[src/ddr2_timing_pkg.sv]
// command codes, pin bundle and timing constants for the ddr2 command controller
package ddr2_timing_pkg;

  localparam int CLK_PS      = 5000;
  localparam int MIN_CYC     = 2;
  localparam int RRD_PS      = 7500;
  localparam int CCD_CYC     = 2;
  localparam int WR_PS       = 15000;
  localparam int WTR_PS      = 7500;
  localparam int RTP_PS      = 7500;
  localparam int CKE_CYC     = 3;
  localparam int XSNR_ADD_PS = 10000;
  localparam int XSRD_CYC    = 200;
  localparam int XP_CYC      = 2;
  localparam int XARD_CYC    = 2;
  localparam int XARDS_667   = 7;
  localparam int XARDS_800   = 8;
  localparam int ANPD_CYC    = 3;
  localparam int AXPD_CYC    = 8;
  localparam int MRD_CYC     = 2;
  localparam int TIS_PS      = 200;
  localparam int TIH_PS      = 275;
  // array timings not fixed by the command table; plain defaults
  localparam int RP_PS       = 15000;
  localparam int RAS_PS      = 40000;
  localparam int RFC_PS      = 75000;

  localparam int MR_SLOW_BIT = 12;
  localparam int EMR_DQS_BIT = 10;
  localparam int AP_BIT      = 10;
  localparam logic [1:0] BA_MR  = 2'h0;
  localparam logic [1:0] BA_EMR = 2'h1;

  // ps minimum rounded up to whole cycles, never below the cycle floor
  function automatic int cyc_up(input int ps, input int lo);
    int c;
    c = (ps + CLK_PS - 1) / CLK_PS;
    return (c < lo) ? lo : c;
  endfunction : cyc_up

  localparam int RRD_CYC  = cyc_up(RRD_PS, MIN_CYC);
  localparam int WR_CYC   = cyc_up(WR_PS, 1);
  localparam int WTR_CYC  = cyc_up(WTR_PS, 1);
  localparam int RTP_CYC  = cyc_up(RTP_PS, 1);
  localparam int RP_CYC   = cyc_up(RP_PS, 1);
  localparam int RAS_CYC  = cyc_up(RAS_PS, 1);
  localparam int XSNR_CYC = cyc_up(RFC_PS + XSNR_ADD_PS, 1);
  localparam int DLY_CYC  = cyc_up(TIS_PS + CLK_PS + TIH_PS, 1);

  typedef logic [7:0] cnt_t;

  typedef enum logic [3:0] {
    CMD_NOP, CMD_ACT, CMD_RD, CMD_WR, CMD_WRA, CMD_PRE,
    CMD_REF, CMD_MRS, CMD_SRE, CMD_PDE, CMD_EXIT
  } cmd_t;

  typedef struct packed {
    cmd_t        cmd;
    logic [1:0]  ba;
    logic [12:0] addr;
  } req_t;

  typedef struct packed {
    logic        cke;
    logic        cs_n;
    logic        ras_n;
    logic        cas_n;
    logic        we_n;
    logic [1:0]  ba;
    logic [12:0] addr;
    logic        odt;
  } ddr_bus_t;

endpackage : ddr2_timing_pkg

[src/ddr2_cmd_ctrl.sv]
// ddr2 command issuer that enforces device command spacing
`timescale 1ns/1ps
`default_nettype none

// Summary of operation
// - activates at least 7.5 ns, two cycles apart
// - column commands at least two cycles apart
// - write-autoprecharge waits recovery plus precharge
// - write data end to read 7.5 ns
// - read to precharge at least 7.5 ns
// - read to precharge also AL plus BL/2
// - clock enable high and low three cycles
// - self refresh exit, refresh time plus 10 ns
// - self refresh exit, 200 cycles before read
// - precharge power down exit, two cycles
// - fast active power down exit, read after two
// - slow exit, read after 7/8 minus AL
// - mode register A12 picks exit speed
// - termination stable three cycles before power down
// - termination held eight cycles after power down exit
// - mode register set, two cycles to next
// - clock runs setup plus period plus hold
// - extended mode bit picks strobe single or differential
module ddr2_cmd_ctrl
  import ddr2_timing_pkg::*;
(
  // clock and reset
  input  wire logic       clk_sys,
  input  wire logic       rst,
  // user command port
  input  wire logic       req_valid,
  output logic            req_ready,
  input  wire req_t       req,
  // operating settings
  input  wire logic [2:0] cfg_al,
  input  wire logic [2:0] cfg_cl,
  input  wire logic       cfg_bl8,
  input  wire logic       cfg_grade800,
  input  wire logic       odt_req,
  // memory pins and mode status
  output var  ddr_bus_t   ddr,
  output logic            ck_en,
  output logic            dqs_se,
  output logic            slow_exit
);

  typedef enum logic [1:0] {ST_RUN, ST_SREF, ST_PDN} pst_t;

  function automatic cnt_t dn(input cnt_t x);
    return (x == 8'h00) ? 8'h00 : x - 8'h01;
  endfunction : dn

  function automatic cnt_t umax(input cnt_t a, input cnt_t b);
    return (a > b) ? a : b;
  endfunction : umax

  function automatic logic is_col(input cmd_t c);
    return (c == CMD_RD) || (c == CMD_WR) || (c == CMD_WRA);
  endfunction : is_col

  ////////////////////////////////////////////////////////////////////////////
  pst_t state_r, state_nxt;
  logic pd_act_r, pd_act_nxt, slow_r, slow_nxt, dqs_se_r, dqs_se_nxt;
  logic odt_r, odt_nxt, ck_en_r, ck_en_nxt;
  cnt_t rrd_r, rrd_nxt, ccd_r, ccd_nxt, wtr_r, wtr_nxt, mrd_r, mrd_nxt;
  cnt_t any_r, any_nxt, rd_r, rd_nxt, cke_r, cke_nxt, axpd_r, axpd_nxt;
  cnt_t dly_r, dly_nxt, age_r, age_nxt;
  ddr_bus_t ddr_r, ddr_nxt;
  logic [3:0] open_v, act_z, pre_z;
  logic       take;
  cnt_t       bl2, wl, rtp_ld, wr_ld, dal_ld, xards;

  assign take = req_valid && req_ready;

  always_comb begin
    bl2    = cfg_bl8 ? 8'h04 : 8'h02;
    wl     = cnt_t'(cfg_al) + cnt_t'(cfg_cl) - 8'h01;
    rtp_ld = umax(cnt_t'(cfg_al) + bl2, cnt_t'(RTP_CYC)) - 8'h01;
    wr_ld  = wl + bl2 + cnt_t'(WR_CYC) - 8'h01;
    dal_ld = wl + bl2 + cnt_t'(WR_CYC + RP_CYC) - 8'h01;
    xards  = umax((cfg_grade800 ? cnt_t'(XARDS_800) : cnt_t'(XARDS_667))
                  - cnt_t'(cfg_al), 8'h01);
  end

  ////////////////////////////////////////////////////////////////////////////
  // per-bank open state, activate gate and precharge gate
  generate
    for (genvar b = 0; b < 4; b++) begin : g_bank
      cnt_t act_r, act_nxt, pre_r, pre_nxt;
      logic opn_r, opn_nxt, hit;
      assign hit      = take && (req.ba == 2'(b));
      assign open_v[b] = opn_r;
      assign act_z[b]  = (act_r == 8'h00);
      assign pre_z[b]  = (pre_r == 8'h00);
      always_comb begin
        act_nxt = dn(act_r);
        pre_nxt = dn(pre_r);
        opn_nxt = opn_r;
        if (hit && req.cmd == CMD_ACT) begin
          opn_nxt = 1'b1;
          pre_nxt = cnt_t'(RAS_CYC - 1);
        end
        if (hit && req.cmd == CMD_RD) pre_nxt = umax(pre_nxt, rtp_ld);
        if (hit && req.cmd == CMD_WR) pre_nxt = umax(pre_nxt, wr_ld);
        if (hit && req.cmd == CMD_WRA) begin
          opn_nxt = 1'b0;
          act_nxt = dal_ld;
        end
        if (take && req.cmd == CMD_PRE && (hit || req.addr[AP_BIT])) begin
          opn_nxt = 1'b0;
          act_nxt = umax(act_nxt, cnt_t'(RP_CYC - 1));
        end
      end
      always_ff @(posedge clk_sys) begin
        if (rst) begin
          act_r <= 8'h00;
          pre_r <= 8'h00;
          opn_r <= 1'b0;
        end else begin
          act_r <= act_nxt;
          pre_r <= pre_nxt;
          opn_r <= opn_nxt;
        end
      end
    end
  endgenerate

  ////////////////////////////////////////////////////////////////////////////
  // acceptance: a request waits at the port until every gate is open
  logic gen_ok, cke_ok, odt_ok, idle_ok;
  always_comb begin
    gen_ok  = (any_r == 8'h00) && (mrd_r == 8'h00);
    cke_ok  = (cke_r == 8'h00);
    odt_ok  = (age_r >= cnt_t'(ANPD_CYC)) && (odt_req == odt_r);
    idle_ok = (open_v == 4'h0) && (act_z == 4'hF);
    req_ready = 1'b0;
    if (state_r == ST_RUN) begin
      case (req.cmd)
        CMD_NOP: req_ready = 1'b1;
        CMD_ACT: req_ready = gen_ok && (rrd_r == 8'h00) && act_z[req.ba]
                             && !open_v[req.ba];
        CMD_RD:  req_ready = (mrd_r == 8'h00) && (rd_r == 8'h00) && (ccd_r == 8'h00)
                             && (wtr_r == 8'h00) && open_v[req.ba];
        CMD_WR, CMD_WRA: req_ready = gen_ok && (ccd_r == 8'h00) && open_v[req.ba];
        CMD_PRE: req_ready = gen_ok && (req.addr[AP_BIT] ? (pre_z == 4'hF) : pre_z[req.ba]);
        CMD_REF, CMD_MRS: req_ready = gen_ok && idle_ok;
        CMD_SRE: req_ready = gen_ok && idle_ok && cke_ok && odt_ok;
        CMD_PDE: req_ready = gen_ok && cke_ok && odt_ok && (pre_z == 4'hF);
        default: req_ready = 1'b0;
      endcase
    end else begin
      req_ready = (req.cmd == CMD_EXIT) && cke_ok && ck_en_r;
    end
  end

  ////////////////////////////////////////////////////////////////////////////
  // spacing counters, power state and mode tracking
  always_comb begin
    state_nxt  = state_r;
    pd_act_nxt = pd_act_r;
    slow_nxt   = slow_r;
    dqs_se_nxt = dqs_se_r;
    rrd_nxt    = (take && req.cmd == CMD_ACT) ? cnt_t'(RRD_CYC - 1) : dn(rrd_r);
    ccd_nxt    = (take && is_col(req.cmd)) ? cnt_t'(CCD_CYC - 1) : dn(ccd_r);
    wtr_nxt    = (take && (req.cmd == CMD_WR || req.cmd == CMD_WRA))
                 ? wl + bl2 + cnt_t'(WTR_CYC - 1) : dn(wtr_r);
    mrd_nxt    = (take && req.cmd == CMD_MRS) ? cnt_t'(MRD_CYC - 1) : dn(mrd_r);
    cke_nxt    = (take && (req.cmd == CMD_SRE || req.cmd == CMD_PDE || req.cmd == CMD_EXIT))
                 ? cnt_t'(CKE_CYC - 1) : dn(cke_r);
    any_nxt    = dn(any_r);
    rd_nxt     = dn(rd_r);
    axpd_nxt   = dn(axpd_r);
    dly_nxt    = dn(dly_r);
    if (take) begin
      case (req.cmd)
        CMD_SRE: begin
          state_nxt = ST_SREF;
          dly_nxt   = cnt_t'(DLY_CYC - 1);
        end
        CMD_PDE: begin
          state_nxt  = ST_PDN;
          pd_act_nxt = |open_v;
        end
        CMD_EXIT: begin
          state_nxt = ST_RUN;
          if (state_r == ST_SREF) begin
            any_nxt = cnt_t'(XSNR_CYC - 1);
            rd_nxt  = cnt_t'(XSRD_CYC - 1);
          end else begin
            any_nxt  = cnt_t'(XP_CYC - 1);
            axpd_nxt = cnt_t'(AXPD_CYC - 1);
            if (!pd_act_r) rd_nxt = cnt_t'(XP_CYC - 1);
            else if (slow_r) rd_nxt = xards - 8'h01;
            else rd_nxt = cnt_t'(XARD_CYC - 1);
          end
        end
        CMD_MRS: begin
          if (req.ba == BA_MR) slow_nxt = req.addr[MR_SLOW_BIT];
          if (req.ba == BA_EMR) dqs_se_nxt = req.addr[EMR_DQS_BIT];
        end
        default: state_nxt = state_r;
      endcase
    end
  end

  // termination follows the request only while running and past the exit latency
  always_comb begin
    odt_nxt = odt_r;
    age_nxt = (age_r < cnt_t'(ANPD_CYC)) ? age_r + 8'h01 : age_r;
    if (state_r == ST_RUN && axpd_r == 8'h00 && odt_req != odt_r) begin
      odt_nxt = odt_req;
      age_nxt = 8'h00;
    end
  end

  // the device clock stops only in self refresh, and restarts before exit is accepted
  always_comb begin
    ck_en_nxt = ck_en_r;
    if (state_r != ST_SREF) ck_en_nxt = 1'b1;
    else if (req_valid && req.cmd == CMD_EXIT) ck_en_nxt = 1'b1;
    else if (dly_r == 8'h00) ck_en_nxt = 1'b0;
  end

  ////////////////////////////////////////////////////////////////////////////
  // pin encoding
  always_comb begin
    ddr_nxt       = ddr_r;
    ddr_nxt.cke   = (state_nxt == ST_RUN);
    ddr_nxt.cs_n  = 1'b0;
    {ddr_nxt.ras_n, ddr_nxt.cas_n, ddr_nxt.we_n} = 3'h7;
    ddr_nxt.odt   = odt_nxt;
    if (take && req.cmd != CMD_NOP) begin
      ddr_nxt.ba   = req.ba;
      ddr_nxt.addr = req.addr;
      case (req.cmd)
        CMD_ACT: {ddr_nxt.ras_n, ddr_nxt.cas_n, ddr_nxt.we_n} = 3'h3;
        CMD_RD: begin
          {ddr_nxt.ras_n, ddr_nxt.cas_n, ddr_nxt.we_n} = 3'h5;
          ddr_nxt.addr[AP_BIT] = 1'b0;
        end
        CMD_WR, CMD_WRA: begin
          {ddr_nxt.ras_n, ddr_nxt.cas_n, ddr_nxt.we_n} = 3'h4;
          ddr_nxt.addr[AP_BIT] = (req.cmd == CMD_WRA);
        end
        CMD_PRE: {ddr_nxt.ras_n, ddr_nxt.cas_n, ddr_nxt.we_n} = 3'h2;
        CMD_REF, CMD_SRE: {ddr_nxt.ras_n, ddr_nxt.cas_n, ddr_nxt.we_n} = 3'h1;
        CMD_MRS: {ddr_nxt.ras_n, ddr_nxt.cas_n, ddr_nxt.we_n} = 3'h0;
        default: ddr_nxt.cs_n = 1'b0;
      endcase
    end
  end

  always_ff @(posedge clk_sys) begin
    if (rst) begin
      state_r  <= ST_RUN;
      pd_act_r <= 1'b0;
      slow_r   <= 1'b0;
      dqs_se_r <= 1'b0;
      odt_r    <= 1'b0;
      ck_en_r  <= 1'b1;
      rrd_r    <= 8'h00;
      ccd_r    <= 8'h00;
      wtr_r    <= 8'h00;
      mrd_r    <= 8'h00;
      any_r    <= 8'h00;
      rd_r     <= 8'h00;
      cke_r    <= 8'h00;
      axpd_r   <= 8'h00;
      dly_r    <= 8'h00;
      age_r    <= 8'h00;
      ddr_r    <= '{cke: 1'b1, cs_n: 1'b0, ras_n: 1'b1, cas_n: 1'b1, we_n: 1'b1,
                    ba: 2'h0, addr: 13'h0000, odt: 1'b0};
    end else begin
      state_r  <= state_nxt;
      pd_act_r <= pd_act_nxt;
      slow_r   <= slow_nxt;
      dqs_se_r <= dqs_se_nxt;
      odt_r    <= odt_nxt;
      ck_en_r  <= ck_en_nxt;
      rrd_r    <= rrd_nxt;
      ccd_r    <= ccd_nxt;
      wtr_r    <= wtr_nxt;
      mrd_r    <= mrd_nxt;
      any_r    <= any_nxt;
      rd_r     <= rd_nxt;
      cke_r    <= cke_nxt;
      axpd_r   <= axpd_nxt;
      dly_r    <= dly_nxt;
      age_r    <= age_nxt;
      ddr_r    <= ddr_nxt;
    end
  end

  assign ddr       = ddr_r;
  assign ck_en     = ck_en_r;
  assign dqs_se    = dqs_se_r;
  assign slow_exit = slow_r;

  ////////////////////////////////////////////////////////////////////////////
  // checks on the pins as driven
  logic d_cmd, d_act, d_col, d_rd, d_mrs;
  cnt_t h_act, h_col, h_cke, h_srx;
  assign d_cmd = ddr_r.cke && !ddr_r.cs_n && ({ddr_r.ras_n, ddr_r.cas_n, ddr_r.we_n} != 3'h7);
  assign d_act = d_cmd && ({ddr_r.ras_n, ddr_r.cas_n, ddr_r.we_n} == 3'h3);
  assign d_col = d_cmd && !ddr_r.cas_n && ddr_r.ras_n;
  assign d_rd  = d_col && ddr_r.we_n;
  assign d_mrs = d_cmd && ({ddr_r.ras_n, ddr_r.cas_n, ddr_r.we_n} == 3'h0);

  always_ff @(posedge clk_sys) begin
    if (rst) begin
      h_act <= 8'hFF;
      h_col <= 8'hFF;
      h_cke <= 8'hFF;
      h_srx <= 8'hFF;
    end else begin
      h_act <= d_act ? 8'h01 : ((h_act == 8'hFF) ? h_act : h_act + 8'h01);
      h_col <= d_col ? 8'h01 : ((h_col == 8'hFF) ? h_col : h_col + 8'h01);
      h_cke <= (ddr_nxt.cke != ddr_r.cke) ? 8'h01 : ((h_cke == 8'hFF) ? h_cke : h_cke + 8'h01);
      h_srx <= (take && req.cmd == CMD_EXIT && state_r == ST_SREF) ? 8'h00
               : ((h_srx == 8'hFF) ? h_srx : h_srx + 8'h01);
    end
  end
endmodule : ddr2_cmd_ctrl

`default_nettype wire

[config.mk]
export PLATFORM = sky130hd
export DESIGN_NAME = ddr2_cmd_ctrl
export DESIGN_NICKNAME = d
export VERILOG_FILES = /design/src/ddr2_timing_pkg.sv /design/src/ddr2_cmd_ctrl.sv
export SDC_FILE = /design/constraint.sdc
export NUM_CORES = 1
export LEC_CHECK = 0
export BUFFER_PORTS_ARGS = -buffer_cell sky130_fd_sc_hd__buf_2
export CAP_MARGIN = 20
export CORE_ASPECT_RATIO = 0.5
export CORE_MARGIN = 1
export CORE_UTILIZATION = 49
export CTS_BUF_LIST = sky130_fd_sc_hd__clkbuf_8
export DETAILED_ROUTE_END_ITERATION = 10
export GPL_TIMING_DRIVEN = 1
export PLACE_DENSITY = 0.65
export SLEW_MARGIN = 20
export SYNTH_ARGS = -nofsm -noshare
export SYNTH_HDL_FRONTEND = slang
export SYNTH_SLANG_ARGS = --single-unit
export TNS_END_PERCENT = 5
[constraint.sdc]
create_clock -name clk_sys -period 16.6 [get_ports clk_sys]
set_input_delay 2.49 -clock clk_sys [delete_from_list [all_inputs] [get_ports clk_sys]]
set_output_delay 2.49 -clock clk_sys [all_outputs]
set_load 0.1 [all_outputs]
Word-level counts from Yosys, hierarchy flattened. Cells that the tools add are included.

Flip-flop bits (word level): 175. Input bits: 31. Output and inout bits: 25.

$add $sub $neg: 30. $lt $le $gt $ge: 17. Equal/unequal tests: 19. Muxes and demuxes: 85. Bitwise operators: 1. Reductions and logical operators: 107.

Operators with widths (number): 8-bit 2-to-1 mux (59); 8-bit by 1-bit subtractor with 8-bit output, second input constant (20); 8-bit logical NOT (17); 8-bit > comparator (8); 1-bit logical AND (56); 8-bit by 2-bit > comparator with 1-bit output, second input constant (4); 3-bit OR reduction (9); 4-bit == test, second input constant (5); 3-bit case mux with 6 select lines (1); 4-bit by 3-bit == test with 1-bit output, second input constant (4); 1-bit 2-to-1 mux (12); 2-bit OR reduction (5); 4-bit by 1-bit subtractor with 5-bit output, second input constant (2); 1-bit logical OR (9); 3-bit by 3-bit adder with 4-bit output (2); 8-bit by 1-bit adder with 8-bit output, second input constant (1); 8-bit by 2-bit adder with 8-bit output, second input constant (1); 8-bit by 3-bit adder with 8-bit output, second input constant (1); 4-bit by 2-bit == test with 1-bit output, second input constant (2); 8-bit by 2-bit >= comparator with 1-bit output, second input constant (1); 8-bit by 1-bit > comparator with 1-bit output, second input constant (1); 4-bit logical NOT (2); 8-bit by 2-bit less-than comparator with 1-bit output, second input constant (1); 4-bit 2-to-1 mux (2); other kinds (25) (34).

Depth between registers and ports, before layout.
Depth in word-level cells: 18. Depth in mapped cells: 30. Mapped depth without buffers: 28.

Worst setup path before layout. No wires, ideal clock.

Path type: input-to-output. From: input port req[14] (netlist bit). To: output port req_ready. Data arrival time: 6201 ps. Data required time: 14110 ps. Setup slack: 7909 ps. Stages on the path: 7. Path buffers: 2. Cells stage by stage: clkbuf_1 mux4_2 or4b_4 o221ai_2 buf_4 nor2_1 o21ai_0.

Longest elaborated chain between the ends: 6. Elaborated cells on any way between the ends: 15.

Ends and longest elaborated chain: start: declaration (line ddr2_cmd_ctrl.sv:33) `input wire req_t req,`; 1-bit binary-select mux with 2-bit select, on equally long branches; 1-bit 2-to-1 mux, on equally long branches; 1-bit 2-to-1 mux (tied with other cells) (line ddr2_cmd_ctrl.sv:145) `CMD_PRE: req_ready = gen_ok && (req.addr[AP_BIT] ? (pre_z == 4'hF) : pre_z[req.ba]);`; 1-bit logical AND, on equally long branches (line ddr2_cmd_ctrl.sv:145, ddr2_cmd_ctrl.sv:141); 1-bit case mux with 8 select lines * (line ddr2_cmd_ctrl.sv:138) `case (req.cmd)`; 1-bit 2-to-1 mux * (line ddr2_cmd_ctrl.sv:137) `if (state_r == ST_RUN) begin`; end: declaration (line ddr2_cmd_ctrl.sv:32) `output logic req_ready,`.

Every way passes the cells marked *; elsewhere a longest branch is shown, timed or not. The select of a mux whose other input is x is not followed.

Worst setup path in the final report.
From: input port req[15] (netlist bit). To: register g_bank[0].pre_r[1].

Longest elaborated chain between the ends: 14. Elaborated cells on any way between the ends: 29.

Ends and longest elaborated chain: 4-bit by 3-bit == test with 1-bit output (tied with other cells) (line ddr2_cmd_ctrl.sv:138); 2-bit OR reduction or 1-bit logical AND (tied branches) (line ddr2_cmd_ctrl.sv:138, ddr2_cmd_ctrl.sv:152); 1-bit case mux with 8 select lines or 1-bit logical AND (tied branches) (line ddr2_cmd_ctrl.sv:138, ddr2_cmd_ctrl.sv:152); 1-bit 2-to-1 mux (line ddr2_cmd_ctrl.sv:137); 1-bit logical AND (line ddr2_cmd_ctrl.sv:73) `assign take = req_valid && req_ready;`; 1-bit logical AND (line ddr2_cmd_ctrl.sv:91) `assign hit = take && (req.ba == 2'(b));`; 1-bit logical AND (line ddr2_cmd_ctrl.sv:99) `if (hit && req.cmd == CMD_ACT) begin`; 8-bit 2-to-1 mux (line ddr2_cmd_ctrl.sv:99); 8-bit > comparator (line ddr2_cmd_ctrl.sv:54) `return (a > b) ? a : b;`; 8-bit 2-to-1 mux (line ddr2_cmd_ctrl.sv:54); 8-bit 2-to-1 mux (line ddr2_cmd_ctrl.sv:103) `if (hit && req.cmd == CMD_RD) pre_nxt = umax(pre_nxt, rtp_ld);`; 8-bit > comparator (line ddr2_cmd_ctrl.sv:54); 8-bit 2-to-1 mux (line ddr2_cmd_ctrl.sv:54); 8-bit 2-to-1 mux * (line ddr2_cmd_ctrl.sv:104) `if (hit && req.cmd == CMD_WR) pre_nxt = umax(pre_nxt, wr_ld);`; end signal: assignment (line ddr2_cmd_ctrl.sv:121) `pre_r <= pre_nxt;`; end: declaration (line ddr2_cmd_ctrl.sv:89) `cnt_t act_r, act_nxt, pre_r, pre_nxt;`.

Every way passes the cells marked *; elsewhere a longest branch is shown, timed or not. A chain may end at the register's enable or synchronous reset.

==> results.yml <==
run_status:
  status: "finished, final reports clean"
finish:
  nets: 1750
  num_antenna_cells: 0
  fill_cells: 2351
  post-route-util: 0.550
  layout_common_cells: "nor2_1, dfxtp_1, nand2_1"
  layout-drive-gt1-share: 0.0974
  final_common_cell: "nor2_1"
  area_growth_pct: 8.46
global_route:
  grt_overflow: 0
  grt_max_degree: 72
  antenna_found_initial: 0
  grt_pass1_vias: 11096
  grtUsageTotal: 0.285
  grt_pass1_wl_um: 57300
floorplan:
  rows: 40
  io_pins: 56
  core_um2: 24300
  die_h_um: 114
  start_util: 0.507
  die_area_um2: 25800
  die_width_um: 226
worst_setup_path:
  crit_fanout: 17
  crit_slowest_cell: "or4b_4"
  worstPathRequired_ns: 17.00
  crit_end: "g_bank[0].pre_r[1]"
  crit_start: "req[15]"
  reg2reg_depth: 26
  cp-end-kind: "flop"
  path_cells: "buf_2 -> nor2b_1 -> nand2_1 -> or4b_4 -> o221ai_2 -> o211ai_1 -> nand2_1 -> nor2_1 -> ha_1 -> o211a_1 -> a2111oi_0 -> o31a_1 -> nor3_1 -> a211oi_2 -> o22a_1 -> ha_1 -> nor2b_1 -> o21a_1 -> o21a_1 -> o21ai_0 -> a21oi_1 -> nor2_1 -> a21oi_1 -> a22o_1"
  crit_arrival_ns: 9.07
  r2r_slack_ns: 9.35
  crit_type: "in2reg"
  start_kind: "input port"
  r2r-start: "any_r[0]"
  reg2reg_to: "g_bank[0].pre_r[1]"
  cpPeakStageDelay_ns: 0.66
synthesis:
  ys_types: 86
  synth-seq-cells: 174
  avgSynthCellArea_um2: 7.95
  synthTopCellsByArea: "dfxtp_1, ha_1, nor2_1"
  synth_edf_count: 0
  seq_area_frac_synth: 0.282
  yosysWarningCount: 0
  synth_top_area_frac: 0.282
  synthesis.area_um2: 12300
  async_flop_share: 0
  synth_cells: 1551
  synth_area_leader_cell: "dfxtp_1"
  synth_flop_cell: "dfxtp_1"
routing:
  wl_per_cell_um: 18.2
  wirelength_met1_um: 16500
  drt-total-wl_um: 35500
  via_count: 11534
  firstDrtPassIters: 7
  wl_met3_um: 2680
  wl_met2_um: 15600
  drtIter0Drc: 1024
  drc: 0
  vias_per_cell: 5.92
  highest_layer: "met4"
  ant_nets: 0
timing:
  period_minus_slack_ns: 8.67
  timing.fmax_mhz: 115
  fin_setup_tns_ns: 0
  setup_viol: 0
  hold_viol: 0
  slew_headroom: 0.293
  rsz0062_at_grt: "no"
  skew_ns: 0.0238
  drv_slew: 0
  whs_ns: 0.442
  fin_crit_sh: 0.522
  tightest_slew_ns: 1.06
hold_path:
  hold_depth: 1
  hp-class: "reg2reg"
  min_from: "cke_r[0]"
clock_tree:
  h-tree-depth: 4
  clk_pin_slew_worst_paths_ns: 0.09
  clock-sinks: 174
  cts_made_buffers: 17
  worstSkewPairLatency_ns: 0.52
  cts_setup_buffers: 0
  clockBufferDepth: 2
  postCtsHoldBufs: 0
  cts_root_buf: "clkbuf_8"
  cts_tree: "done"
  cts_resized: 0
power:
  pwr-share-seq: 0.245
  ir_drop_v: 0.0000819
  power.share.clock: 0.120
  p_int_mw: 1.43
  switching_power_mw: 1.27
  p_sw_frac: 0.469
  p_per_area_nw_per_um2: 202
  p_leak_nw: 5.80
  combPwrFrac: 0.635
placed_design:
  portBuffers: 54
  dp_hpwl_um: 26700
  routabilityCongestion: 0.897
job:
  maxCapViolations: 0
==> final cells by class <==
type | instances | area [um^2] | share of cell area
Clock buffer | 19 | 262 | 0.0195
Timing Repair Buffer | 69 | 385 | 0.0288
Multi-Input combinational cell | 1260 | 8380 | 0.626
Tap cell | 336 | 420 | 0.0314
Clock inverter | 13 | 159 | 0.0119
Inverter | 77 | 289 | 0.0216
Sequential cell | 174 | 3480 | 0.260
==> per-layer routing <==
| layer | vias up | track usage |
|---|---|---|
| met4 | 0 | 0.0991 |
| met3 | 73 | 0.0549 |
| met5 | - | 0 |
| met1 | 5473 | 0.381 |
| met2 | 417 | 0.460 |
| li1 | 5571 | - |
==> power groups by stage <==
stage | sequential (mW) | clock, mW | combinational (mW)
2_1_floorplan | 0.642 | 0 | 1.31
3_3_place_gp | 0.663 | 0 | 1.63
3_5_place_dp | 0.668 | 0 | 1.68
4_1_cts | 0.660 | 0.328 | 1.70
5_1_grt | 0.679 | 0.344 | 1.93
6_report | 0.662 | 0.323 | 1.71
==> per-stage QoR <==
step,setup slack [ns],cell area [um^2],power [mW],cells
after CTS,8.07,13400,2.68,1948
final,7.93,13400,2.70,1948
after global placement,7.75,13000,2.30,1916
after detailed placement,7.52,13000,2.35,1916
after floorplan,7.91,12400,1.95,1566
after global routing,7.38,13400,2.95,1948
==> synthesized netlist by cell type (40+ instances only) <==
master   count
xnor2_1     64
nand2_1    121
mux2i_1     40
o21ai_0     45
xor2_1      46
inv_1       76
ha_1       116
nor3_1      72
a21oi_1     70
nand3_1     53
dfxtp_1    174
nor2_1     238
==> critical path, delay by kind of cell <==
kind | cells | cell delay (ns)
simple gates | 8 | 2.28
buf+inv | 1 | 0.25
fa+ha+maj | 2 | 0.56
compound gates | 13 | 3.48
==> kinds of logic (layout without fill, tap and decap cells) <==
kind of cell               Yosys count  count (layout)  share of synthesized area
buffers and inverters              132             178                     0.0446
AOI/OAI and AO/OA                  286             286                      0.160
muxes                               48              48                     0.0407
xor gates and xnor gates           110             110                     0.0781
and+or+nand+nor                    679             679                      0.269
other                                2              17                   0.000609
DFF                                174             174                      0.282
adders and majority gates          120             120                      0.124
==> registers in the layout (all words and copies together), names as in the netlist <==
signal and cells:
slow_exit 1, pd_act_r 1, ccd_r 8, g_bank.opn_r 4, dly_r 8, ddr 20, wtr_r 8, mrd_r 8
rrd_r 8, ck_en 1, state_r 2, axpd_r 8, age_r 8, g_bank.pre_r 32, any_r 8, g_bank.act_r 32
dqs_se 1, rd_r 8, cke_r 8
==> worst min path at each step <==
| stage | end | slack (ns) |
|---|---|---|
| 4_1_cts | cke_r[0] | 0.45 |
| 6_report | cke_r[0] | 0.44 |
| 3_5_place_dp | cke_r[0] | 0.43 |
| 3_3_place_gp | cke_r[0] | 0.43 |
| 2_1_floorplan | cke_r[0] | 0.41 |
| 5_1_grt | cke_r[0] | 0.48 |
No activity file was read; power rests on OpenSTA's default activity.
